### config.mk
export PLATFORM = sky130hd
export DESIGN_NAME = frl_programmer
export DESIGN_NICKNAME = d
export VERILOG_FILES = /design/src/shared/frl_pkg.sv /design/src/core/frl_programmer.sv
export SDC_FILE = /design/constraint.sdc
export NUM_CORES = 1
export LEC_CHECK = 0
export ABC_AREA = 1
export ABC_CLOCK_PERIOD_IN_PS = 13800
export BUFFER_PORTS_ARGS = -buffer_cell sky130_fd_sc_hd__buf_2
export CAP_MARGIN = 40
export CORE_UTILIZATION = 31
export DETAILED_ROUTE_END_ITERATION = 16
export PLACE_DENSITY_LB_ADDON = 0.05
export SYNTH_ARGS = -nofsm -noshare
export SYNTH_HDL_FRONTEND = slang
export SYNTH_SLANG_ARGS = --single-unit
### constraint.sdc
create_clock -name core_clk -period 13.8 [get_ports core_clk]
set_clock_uncertainty 0.1 [all_clocks]
set_input_delay 1.38 -clock core_clk [delete_from_list [all_inputs] [get_ports core_clk]]
set_output_delay 1.38 -clock core_clk [all_outputs]
set_load 0.02 [all_outputs]
### src/shared/frl_pkg.sv
// constants and types for the flash row latch programmer
//
// Contract
// RULE1: row from upper ten bits, latch from low five
// RULE2: one operation never leaves the selected row
// RULE3: commit programs up to thirty-two 14-bit latches
// RULE4: every write or erase blanks all latches
// RULE5: unloaded latches stay blank through a commit
// RULE6: commit programs only, never erases
// RULE7: software targets only erased or unwritten words
// RULE8: erase works on one whole row only
// RULE9: latch-only mode loads a latch, no programming
// RULE10: without latch-only, load last word then program row
// RULE11: broken unlock loads nothing, programs nothing
// RULE12: software loads latches, then clears latch-only, commits
// RULE13: software sets address, region, erase, enable, unlocks
// RULE14: address held as low byte plus high part
// RULE15: unlock is key 55h, key AAh, start
// RULE16: cpu stalled until the flash operation finishes
// RULE17: erase completion sets flag, irq if enabled
// RULE18: protected erase clears start, erases nothing
// RULE19: start ignored while write enable is clear
// RULE20: key AAh then start must follow directly
package frl_pkg;

  // ************************************************************
  // widths and values
  // ************************************************************
  localparam int          LATCH_COUNT  = 32;
  localparam int          WORD_W       = 14;
  localparam int          ADDR_HIGH_W  = 7;
  localparam int          ADDR_LOW_W   = 8;
  localparam int          IDX_W        = 5;
  localparam int          ROW_W        = 10;
  localparam int          DATA_HIGH_W  = 6;
  localparam logic [7:0]  KEY_FIRST    = 8'h55;
  localparam logic [7:0]  KEY_SECOND   = 8'haa;
  localparam logic [13:0] BLANK_WORD   = 14'h3fff;

  // ************************************************************
  // state encodings
  // ************************************************************
  typedef enum logic [2:0] {
    FRL_K_IDLE = 3'b001,
    FRL_K_FIRST = 3'b010,
    FRL_K_SECOND = 3'b100
  } frl_key_e;

  typedef enum logic [4:0] {
    FRL_S_IDLE  = 5'b00001,
    FRL_S_PROG  = 5'b00010,
    FRL_S_PWAIT = 5'b00100,
    FRL_S_ERASE = 5'b01000,
    FRL_S_EWAIT = 5'b10000
  } frl_state_e;

endpackage

### src/core/frl_programmer.sv
// flash row latch programmer: unlock, write latches, row commit and erase
module frl_programmer #(
  parameter int LATCH_COUNT = frl_pkg::LATCH_COUNT
) (
  input  wire logic                             core_clk,
  input  wire logic                             resetn,
  input  wire logic                             keyWrStb,
  input  wire logic [7:0]                       keyWrData,
  input  wire logic                             otherWrStb,
  input  wire logic                             startStb,
  input  wire logic                             writeEnable,
  input  wire logic                             latchOnlyMode,
  input  wire logic                             eraseSelect,
  input  wire logic                             regionSelect,
  input  wire logic                             writeProtected,
  input  wire logic [frl_pkg::ADDR_HIGH_W-1:0]  progAddrHigh,
  input  wire logic [frl_pkg::ADDR_LOW_W-1:0]   progAddrLow,
  input  wire logic [frl_pkg::DATA_HIGH_W-1:0]  progDataHigh,
  input  wire logic [7:0]                       progDataLow,
  input  wire logic                             flashAck,
  input  wire logic                             doneFlagClr,
  input  wire logic                             irqEnable,
  output logic                                  cpuStall,
  output logic                                  flashWrEn,
  output logic                                  flashEraseEn,
  output logic [frl_pkg::ROW_W-1:0]             flashRow,
  output logic [frl_pkg::IDX_W-1:0]             flashIdx,
  output logic [frl_pkg::WORD_W-1:0]            flashData,
  output logic                                  doneFlag,
  output logic                                  doneIrq
);
  import frl_pkg::*;

  // ************************************************************
  // reset release
  // ************************************************************
  logic rstSync1_r;
  logic rstn;
  always_ff @(posedge core_clk or negedge resetn) begin
    if (!resetn) begin
      rstSync1_r <= 1'b0;
      rstn       <= 1'b0;
    end else begin
      rstSync1_r <= 1'b1;
      rstn       <= rstSync1_r;
    end
  end

  // ************************************************************
  // unlock sequence
  // ************************************************************
  frl_key_e key_r;
  frl_key_e key_nxt;
  always_comb begin
    key_nxt = key_r;
    // RULE15 exact key order
    if (keyWrStb) begin
      if (keyWrData == KEY_FIRST) key_nxt = FRL_K_FIRST;
      else if (keyWrData == KEY_SECOND && key_r == FRL_K_FIRST) key_nxt = FRL_K_SECOND;
      else key_nxt = FRL_K_IDLE;
    // RULE20 any other write breaks it
    end else if (otherWrStb || startStb) begin
      key_nxt = FRL_K_IDLE;
    end
  end

  always_ff @(posedge core_clk or negedge rstn) begin
    if (!rstn) key_r <= FRL_K_IDLE;
    else       key_r <= key_nxt;
  end

  // ************************************************************
  // start decode
  // ************************************************************
  frl_state_e        state_r;
  frl_state_e        state_nxt;
  logic [IDX_W-1:0]  idx_r;
  logic [IDX_W-1:0]  idx_nxt;
  logic [WORD_W-1:0] dataWord;
  logic [ROW_W-1:0]  addrRow;
  logic [IDX_W-1:0]  addrIdx;
  logic              startOk;
  logic              loadEn;
  logic              commitGo;
  logic              eraseGo;
  logic              blankAll;
  logic              opDone;

  assign dataWord = {progDataHigh, progDataLow};
  // RULE1 RULE14 address split
  assign addrRow  = {progAddrHigh, progAddrLow[ADDR_LOW_W-1:IDX_W]};
  assign addrIdx  = progAddrLow[IDX_W-1:0];
  // RULE11 RULE19 gated start
  assign startOk  = startStb && key_r == FRL_K_SECOND && writeEnable
                    && state_r == FRL_S_IDLE && !regionSelect;
  // RULE9 RULE10 latch load
  assign loadEn   = startOk && !eraseSelect;
  assign commitGo = loadEn && !latchOnlyMode;
  // RULE18 protected erase dropped
  assign eraseGo  = startOk && eraseSelect && !writeProtected;

  // ************************************************************
  // write latches
  // ************************************************************
  logic [WORD_W-1:0] latchQ [LATCH_COUNT];
  genvar g;
  generate
    for (g = 0; g < LATCH_COUNT; g++) begin : gLatch
      always_ff @(posedge core_clk or negedge rstn) begin
        if (!rstn) begin
          latchQ[g] <= BLANK_WORD;
        // RULE4 RULE5 blank after operation
        end else if (blankAll) begin
          latchQ[g] <= BLANK_WORD;
        end else if (loadEn && addrIdx == IDX_W'(g)) begin
          latchQ[g] <= dataWord;
        end
      end
    end
  endgenerate

  // ************************************************************
  // sequencer
  // ************************************************************
  logic              cpuStall_nxt;
  logic              flashWrEn_nxt;
  logic              flashEraseEn_nxt;
  logic [ROW_W-1:0]  flashRow_nxt;
  logic [IDX_W-1:0]  flashIdx_nxt;
  logic [WORD_W-1:0] flashData_nxt;
  logic              doneFlag_nxt;
  logic              doneIrq_nxt;

  always_comb begin
    state_nxt        = state_r;
    idx_nxt          = idx_r;
    cpuStall_nxt     = cpuStall;
    flashWrEn_nxt    = 1'b0;
    flashEraseEn_nxt = 1'b0;
    flashRow_nxt     = flashRow;
    flashIdx_nxt     = flashIdx;
    flashData_nxt    = flashData;
    blankAll         = 1'b0;
    opDone           = 1'b0;
    case (state_r)
      FRL_S_IDLE: begin
        if (commitGo || eraseGo) begin
          // RULE2 row captured once per operation
          flashRow_nxt = addrRow;
          idx_nxt      = '0;
          // RULE16 stall cpu
          cpuStall_nxt = 1'b1;
          // RULE6 RULE8 program or erase, never both
          state_nxt    = commitGo ? FRL_S_PROG : FRL_S_ERASE;
        end
      end
      FRL_S_PROG: begin
        // RULE3 one word per latch
        flashWrEn_nxt = 1'b1;
        flashIdx_nxt  = idx_r;
        flashData_nxt = latchQ[idx_r];
        state_nxt     = FRL_S_PWAIT;
      end
      FRL_S_PWAIT: begin
        if (flashAck) begin
          if (idx_r == IDX_W'(LATCH_COUNT - 1)) begin
            opDone = 1'b1;
          end else begin
            idx_nxt   = idx_r + 1'b1;
            state_nxt = FRL_S_PROG;
          end
        end
      end
      FRL_S_ERASE: begin
        flashEraseEn_nxt = 1'b1;
        state_nxt        = FRL_S_EWAIT;
      end
      FRL_S_EWAIT: begin
        if (flashAck) opDone = 1'b1;
      end
      default: begin
        state_nxt = FRL_S_IDLE;
      end
    endcase
    if (opDone) begin
      blankAll     = 1'b1;
      cpuStall_nxt = 1'b0;
      state_nxt    = FRL_S_IDLE;
    end
  end

  // RULE17 flag on completion, set wins
  assign doneFlag_nxt = opDone || (doneFlag && !doneFlagClr);
  assign doneIrq_nxt  = doneFlag_nxt && irqEnable;

  always_ff @(posedge core_clk or negedge rstn) begin
    if (!rstn) begin
      state_r      <= FRL_S_IDLE;
      idx_r        <= '0;
      cpuStall     <= 1'b0;
      flashWrEn    <= 1'b0;
      flashEraseEn <= 1'b0;
      flashRow     <= '0;
      flashIdx     <= '0;
      flashData    <= BLANK_WORD;
      doneFlag     <= 1'b0;
      doneIrq      <= 1'b0;
    end else begin
      state_r      <= state_nxt;
      idx_r        <= idx_nxt;
      cpuStall     <= cpuStall_nxt;
      flashWrEn    <= flashWrEn_nxt;
      flashEraseEn <= flashEraseEn_nxt;
      flashRow     <= flashRow_nxt;
      flashIdx     <= flashIdx_nxt;
      flashData    <= flashData_nxt;
      doneFlag     <= doneFlag_nxt;
      doneIrq      <= doneIrq_nxt;
    end
  end
endmodule // frl_programmer

## Word level (Yosys, flattened, before mapping)

Index checks and enable logic that the tools add are counted.

| storage, ports and cells | value |
|---|---|
| bits in registers | 497 |
| bits of input ports | 50 |
| output and inout port bits | 34 |
| word-level logic and storage cells | 279 |

| operators by class | value |
|---|---|
| add/subtract/negate cells | 1 |
| magnitude comparators | 1 |
| eq/ne operators | 48 |
| multiplexer cells | 91 |
| bitwise gates (word level) | 1 |
| reduce and logical (&&, ||, !) cells | 92 |

Operators by type and width:

| cell | count |
|---|---|
| $mux 14 | 66 |
| $eq 5x5->1 const B | 18 |
| $reduce_bool 2->1 | 36 |
| $bmux 14 s5 | 1 |
| $eq 5x4->1 const B | 9 |
| $logic_and 1x1->1 | 43 |
| $mux 5 | 7 |
| $eq 5x3->1 const B | 5 |
| $pmux 5 s5 | 1 |
| $eq 5x2->1 const B | 3 |
| $mux 3 | 4 |
| $eq 5x1->1 const B | 2 |
| $pmux 5 s2 | 1 |
| $mux 1 | 9 |
| $eq 8x7->1 const B | 1 |
| $eq 8x8->1 const B | 1 |
| $reduce_and 4->1 | 2 |
| $ge 6x6->1 const B | 1 |
| $ne 2x2->1 const B | 3 |
| $ne 3x3->1 const B | 2 |
| $not 5->6 | 1 |
| $add 5x1->5 const B | 1 |
| $logic_not 1->1 | 5 |
| $logic_not 5->1 | 1 |
| other kinds (8) | 11 |

## Longest topological paths before layout

| logic depth | value |
|---|---|
| depth in word-level cells | 11 |
| mapped depth | 13 |
| mapped depth without buffers | 10 |

## Worst setup path before layout

Ideal clock, no wire load.

| timing path | value |
|---|---|
| path type | input to register |
| start point | in progAddrLow[4] (netlist name) |
| end point | reg latchQ[157] (netlist name) |
| library setup time | 0.061 ns |
| arrival time | 2.556 ns |
| required time | 13.639 ns |
| setup slack | 11.082 ns |
| stages | 8 |
| path buffers | 3 |
| cells stage by stage | buf_2 -> inv_1 -> buf_2 -> nor2_1 -> nand2_4 -> clkbuf_1 -> nand3_1 -> nand2_1 |

| on the way | value |
|---|---|
| cells in the longest elaborated chain, start to end | 3 |

Ends and longest elaborated chain:

| element | line | source |
|---|---|---|
| from (decl) | frl_programmer.sv:17 | `input wire logic [frl_pkg::ADDR_LOW_W-1:0] progAddrLow,` |
| $eq 5x5->1 | frl_programmer.sv:115 | `end else if (loadEn && addrIdx == IDX_W'(g)) begin` |
| $logic_and 1x1->1 | frl_programmer.sv:115 |  |
| $reduce_bool 2->1 (no source line) | n/a |  |
| to (signal, indexed assignment) | frl_programmer.sv:116 | `latchQ[g] <= dataWord;` |
| to (decl) | frl_programmer.sv:105 | `logic [WORD_W-1:0] latchQ [LATCH_COUNT];` |

Every way passes these cells.
A chain may end at the register's enable or synchronous reset.

## Final worst setup path

| timing path | value |
|---|---|
| start point | reg idx_r[1] |
| end point | reg latchQ[39] (netlist name) |

| on the way | value |
|---|---|
| cells in the longest elaborated chain, start to end | 6 |
| elaborated cells on any way between the ends | 7 |
| classes of those cells | eq/ne: 1; mux: 5; reduce/logical: 1 |

Ends and longest elaborated chain:

| element | line | source |
|---|---|---|
| from (decl) | frl_programmer.sv:77 | `logic [IDX_W-1:0] idx_r;` |
| from (signal assigned) | frl_programmer.sv:210 | `idx_r <= idx_nxt;` |
| $eq 5x5->1 (*) | frl_programmer.sv:166 | `if (idx_r == IDX_W'(LATCH_COUNT - 1)) begin` |
| $mux 1 (*) | frl_programmer.sv:166 |  |
| $mux 1 (*) | frl_programmer.sv:165 | `if (flashAck) begin` |
| $pmux 1 s2 (*) | frl_programmer.sv:145 | `case (state_r)` |
| $mux 1 (*) | frl_programmer.sv:185 | `if (opDone) begin` |
| $mux 14 / $reduce_bool 2->1 (equally long branches) | n/a |  |

Every way passes the cells marked *; elsewhere a longest branch is shown, timed or not.

==> flow_summary_export.csv <==
group,metric,value,unit
synthesis,ys_seq_area_frac,0.489,
floorplanning,io_pins,84,
final_layout,layout_commonest_cell,"nand2_1",
clocking,cts_hold_buf,0,
final_layout,mostFrequentLayoutCells,"nand2_1 (1627), nand3_1 (743), dfstp_2 (464)",
flow_run,drv_cap,0,
placed_design,portBuffers,83,
setup_path,crit_fanout,141,
power,vdd_drop_max,0.0000773,V
synthesis,synthArstFlopShare,1.00,
setup_path,path_buf_inv,4,
detailed_routing,ant_nets,0,
setup_path,slowest_delay,0.73,ns
global_routing,antenna_found_initial,2,
global_routing,overflow,0,
synthesis,yosys_most_used_dff,"dfstp_2",
final_layout,fin_nets,3599,
synthesis,syn-instance-count,3625,
clocking,cts_buffers,66,
timing,slew_violations,0,
floorplanning,die_height,295,um
power,total_power,0.00346,W
clocking,htree_levels,3,
run_status,status,"completed",
final_layout,utilization,0.350,
detailed_routing,drt-total-wl,99700,um
timing,slew_headroom,0.350,
synthesis,avgSynthCellArea,7.35,um^2
detailed_routing,num_vias,23568,
detailed_routing,drc,0,
synthesis,synth_nets,3677,
synthesis,ys_ff_latch,497,
power,cellPowerDensity,116,nW/um^2
final_layout,area_delta_synth_final,12.0,%
hold_path,min_path_type,"flip-flop to flip-flop",
floorplanning,die-area,87100,um^2
timing,report.final.hold_viol_count,0,
setup_path,path_common_cell,"nand2_1",
clocking,cts_sinks,497,
timing,clock.fmax,234,MHz
final_layout,layout-drive-gt1-share,0.218,
setup_path,end_kind,"flip-flop",
setup_path,required,14.22,ns
detailed_routing,drt_iter0_drc,2100,
setup_path,slowest_stage,"dfrtp_4",
clocking,clk_pin_slew,0.06,ns
clocking,post_cts_resized,0,
floorplanning,core,85100,um^2
clocking,clockBufferDepth,3,
clocking,cts_tree,"built",
synthesis,synth_top_area_cell,"dfstp_2",
timing,period_share,0.310,
floorplanning,initial_core_util,0.313,
setup_path,critPathLaunchType,"flip-flop",
global_routing,grt_max_degree,163,
synthesis,yosysWarningCount,0,
synthesis,synth_enable_flop_cells,0,
detailed_routing,drtPass1Iterations,5,
timing,min_period,4.28,ns
floorplanning,rows,107,
setup_path,cp_cell_sequence,"ha_1 -> nand2_1 -> nor2_1 -> ha_1 -> nand3_1 -> nand2_2 -> buf_4 -> inv_8 -> buf_12 -> buf_12 -> nand2_2 -> nand2_1 -> nand2_1",
power,p_leak,14.4,nW
placed_design,dp_hpwl,58000,um
detailed_routing,wl_per_cell,21.0,um
clocking,clkLatencyLatePin,0.60,ns
placed_design,place_congestion,0.837,
setup_path,cp_data_arrival_time,4.70,ns
timing,tns,0,ns
synthesis,yosysTopAreaCellShare,0.458,
timing,setup_viol,0,
global_routing,grt_usage,0.231,
global_routing,grt_pass1_wl,151000,um
floorplanning,die_x,295,um
synthesis,syn_area,26600,um^2
timing,worst_slew_pin_slew,0.975,ns
clocking,postCtsSetupBuffers,0,
synthesis,netlist_top_cells_area,"dfstp_2 (46%), nand2_1 (23%), nand3_1 (14%), inv_1 (3.4%), dfrtp_1 (3.1%)",
setup_path,cp_top_family,"buffers and inverters",
clocking,cts-root-buf,"clkbuf_16",
synthesis,ys_types,38,
timing,rsz0062_at_grt,"no",
setup_path,critPathKind,"flip-flop to flip-flop",
global_routing,grt_pass1_vias,22816,
detailed_routing,viasPerCell,4.97,
-- through the flow --
stage          hold slack (ns)  area [um^2]  setup WS, ns  instances
2_1_floorplan            0.231        26600          6.04       3625
5_1_grt                  0.267        29800          9.26       4738
6_report                 0.246        29800          9.52       4739
4_1_cts                  0.248        29800          9.48       4738
3_5_place_dp             0.237        27600          9.38       4623
3_3_place_gp             0.235        27400          9.41       4614
-- per-layer routing --
metal  wire (um)  global-route usage  part of all wire  vias to the layer above
li1            -                   -                 -                    11162
met1       48500               0.348              0.49                    11628
met2       43100               0.339              0.43                      664
met3        5690              0.0334             0.057                      112
met4        2330              0.0652             0.023                        2
met5          10                   0           0.00010                        -
-- synthesized netlist by cell type (2+ instances only) --
master	instances
nand2_1	1627
nand3_1	743
dfstp_2	464
inv_1	240
clkbuf_1	99
buf_2	90
nor2_1	86
buf_4	38
buf_1	33
dfrtp_1	33
o21ai_0	33
nand2_4	28
nand2_2	27
or2_2	14
a21oi_1	8
nand3_4	8
nand4_1	8
buf_6	7
clkbuf_2	7
nor3_1	5
inv_2	3
nor2_2	3
buf_8	2
ha_1	2
nor3b_1	2
nor4_1	2
o211ai_1	2
-- flip-flops by register name (all words and copies together), names as in the netlist, 3 cells and up --
name and flops:
flashIdx 5, idx_r 5, flashRow 10, key_r 3
flashData 14, latchQ 448, state_r 5
-- logic make-up (layout without fill, tap and decap cells) --
logic type / Yosys count / in the layout / share of synthesized area
compound gates: 45 / 45 / 0.00883
xor+xnor: 1 / 1 / 0.000329
fa+ha+maj: 2 / 2 / 0.000939
buf+inv: 521 / 490 / 0.0868
flops: 497 / 497 / 0.489
other cells: 1 / 2 / 0.000141
simple gates: 2558 / 2558 / 0.414
-- worst paths after layout --
kind | startpoint | endpoint | slack [ns] | depth (start not counted)
max | idx_r[1]$_DFFE_PN0P_ | latchQ[39]$_DFFE_PN1P_ | 9.52 | 13
min | rstSync1_r$_DFF_PN0_ | rstn$_DFF_PN0_ | 0.25 | 0
max reg2reg | idx_r[1]$_DFFE_PN0P_ | latchQ[39]$_DFFE_PN1P_ | 9.52 | 13
min reg2reg | rstSync1_r$_DFF_PN0_ | rstn$_DFF_PN0_ | 0.25 | 0
max in group asynchronous | rstn$_DFF_PN0_ | latchQ[441]$_DFFE_PN1P_ | 10.91 | 5
min in group asynchronous | resetn | rstn$_DFF_PN0_ | 0.46 | 1
-- where the power goes --
part           switching [W]  internal (W)  total, W
Sequential        0.00000921       0.00147   0.00148
Combinational       0.000183     0.0000528  0.000236
Clock               0.000682       0.00106   0.00175
-- final cells by class --
cell class                 count  area, um^2
clock buffer                 104        2070
tap                         1144        1430
fill                        9077       55300
timing repair buffer         131         946
sequential                   497       13000
multi-input combinational   2607       11300
antenna                        1        2.50
clock inverter                11         113
inverter                     244         931
(Power assumes the default switching activity.)
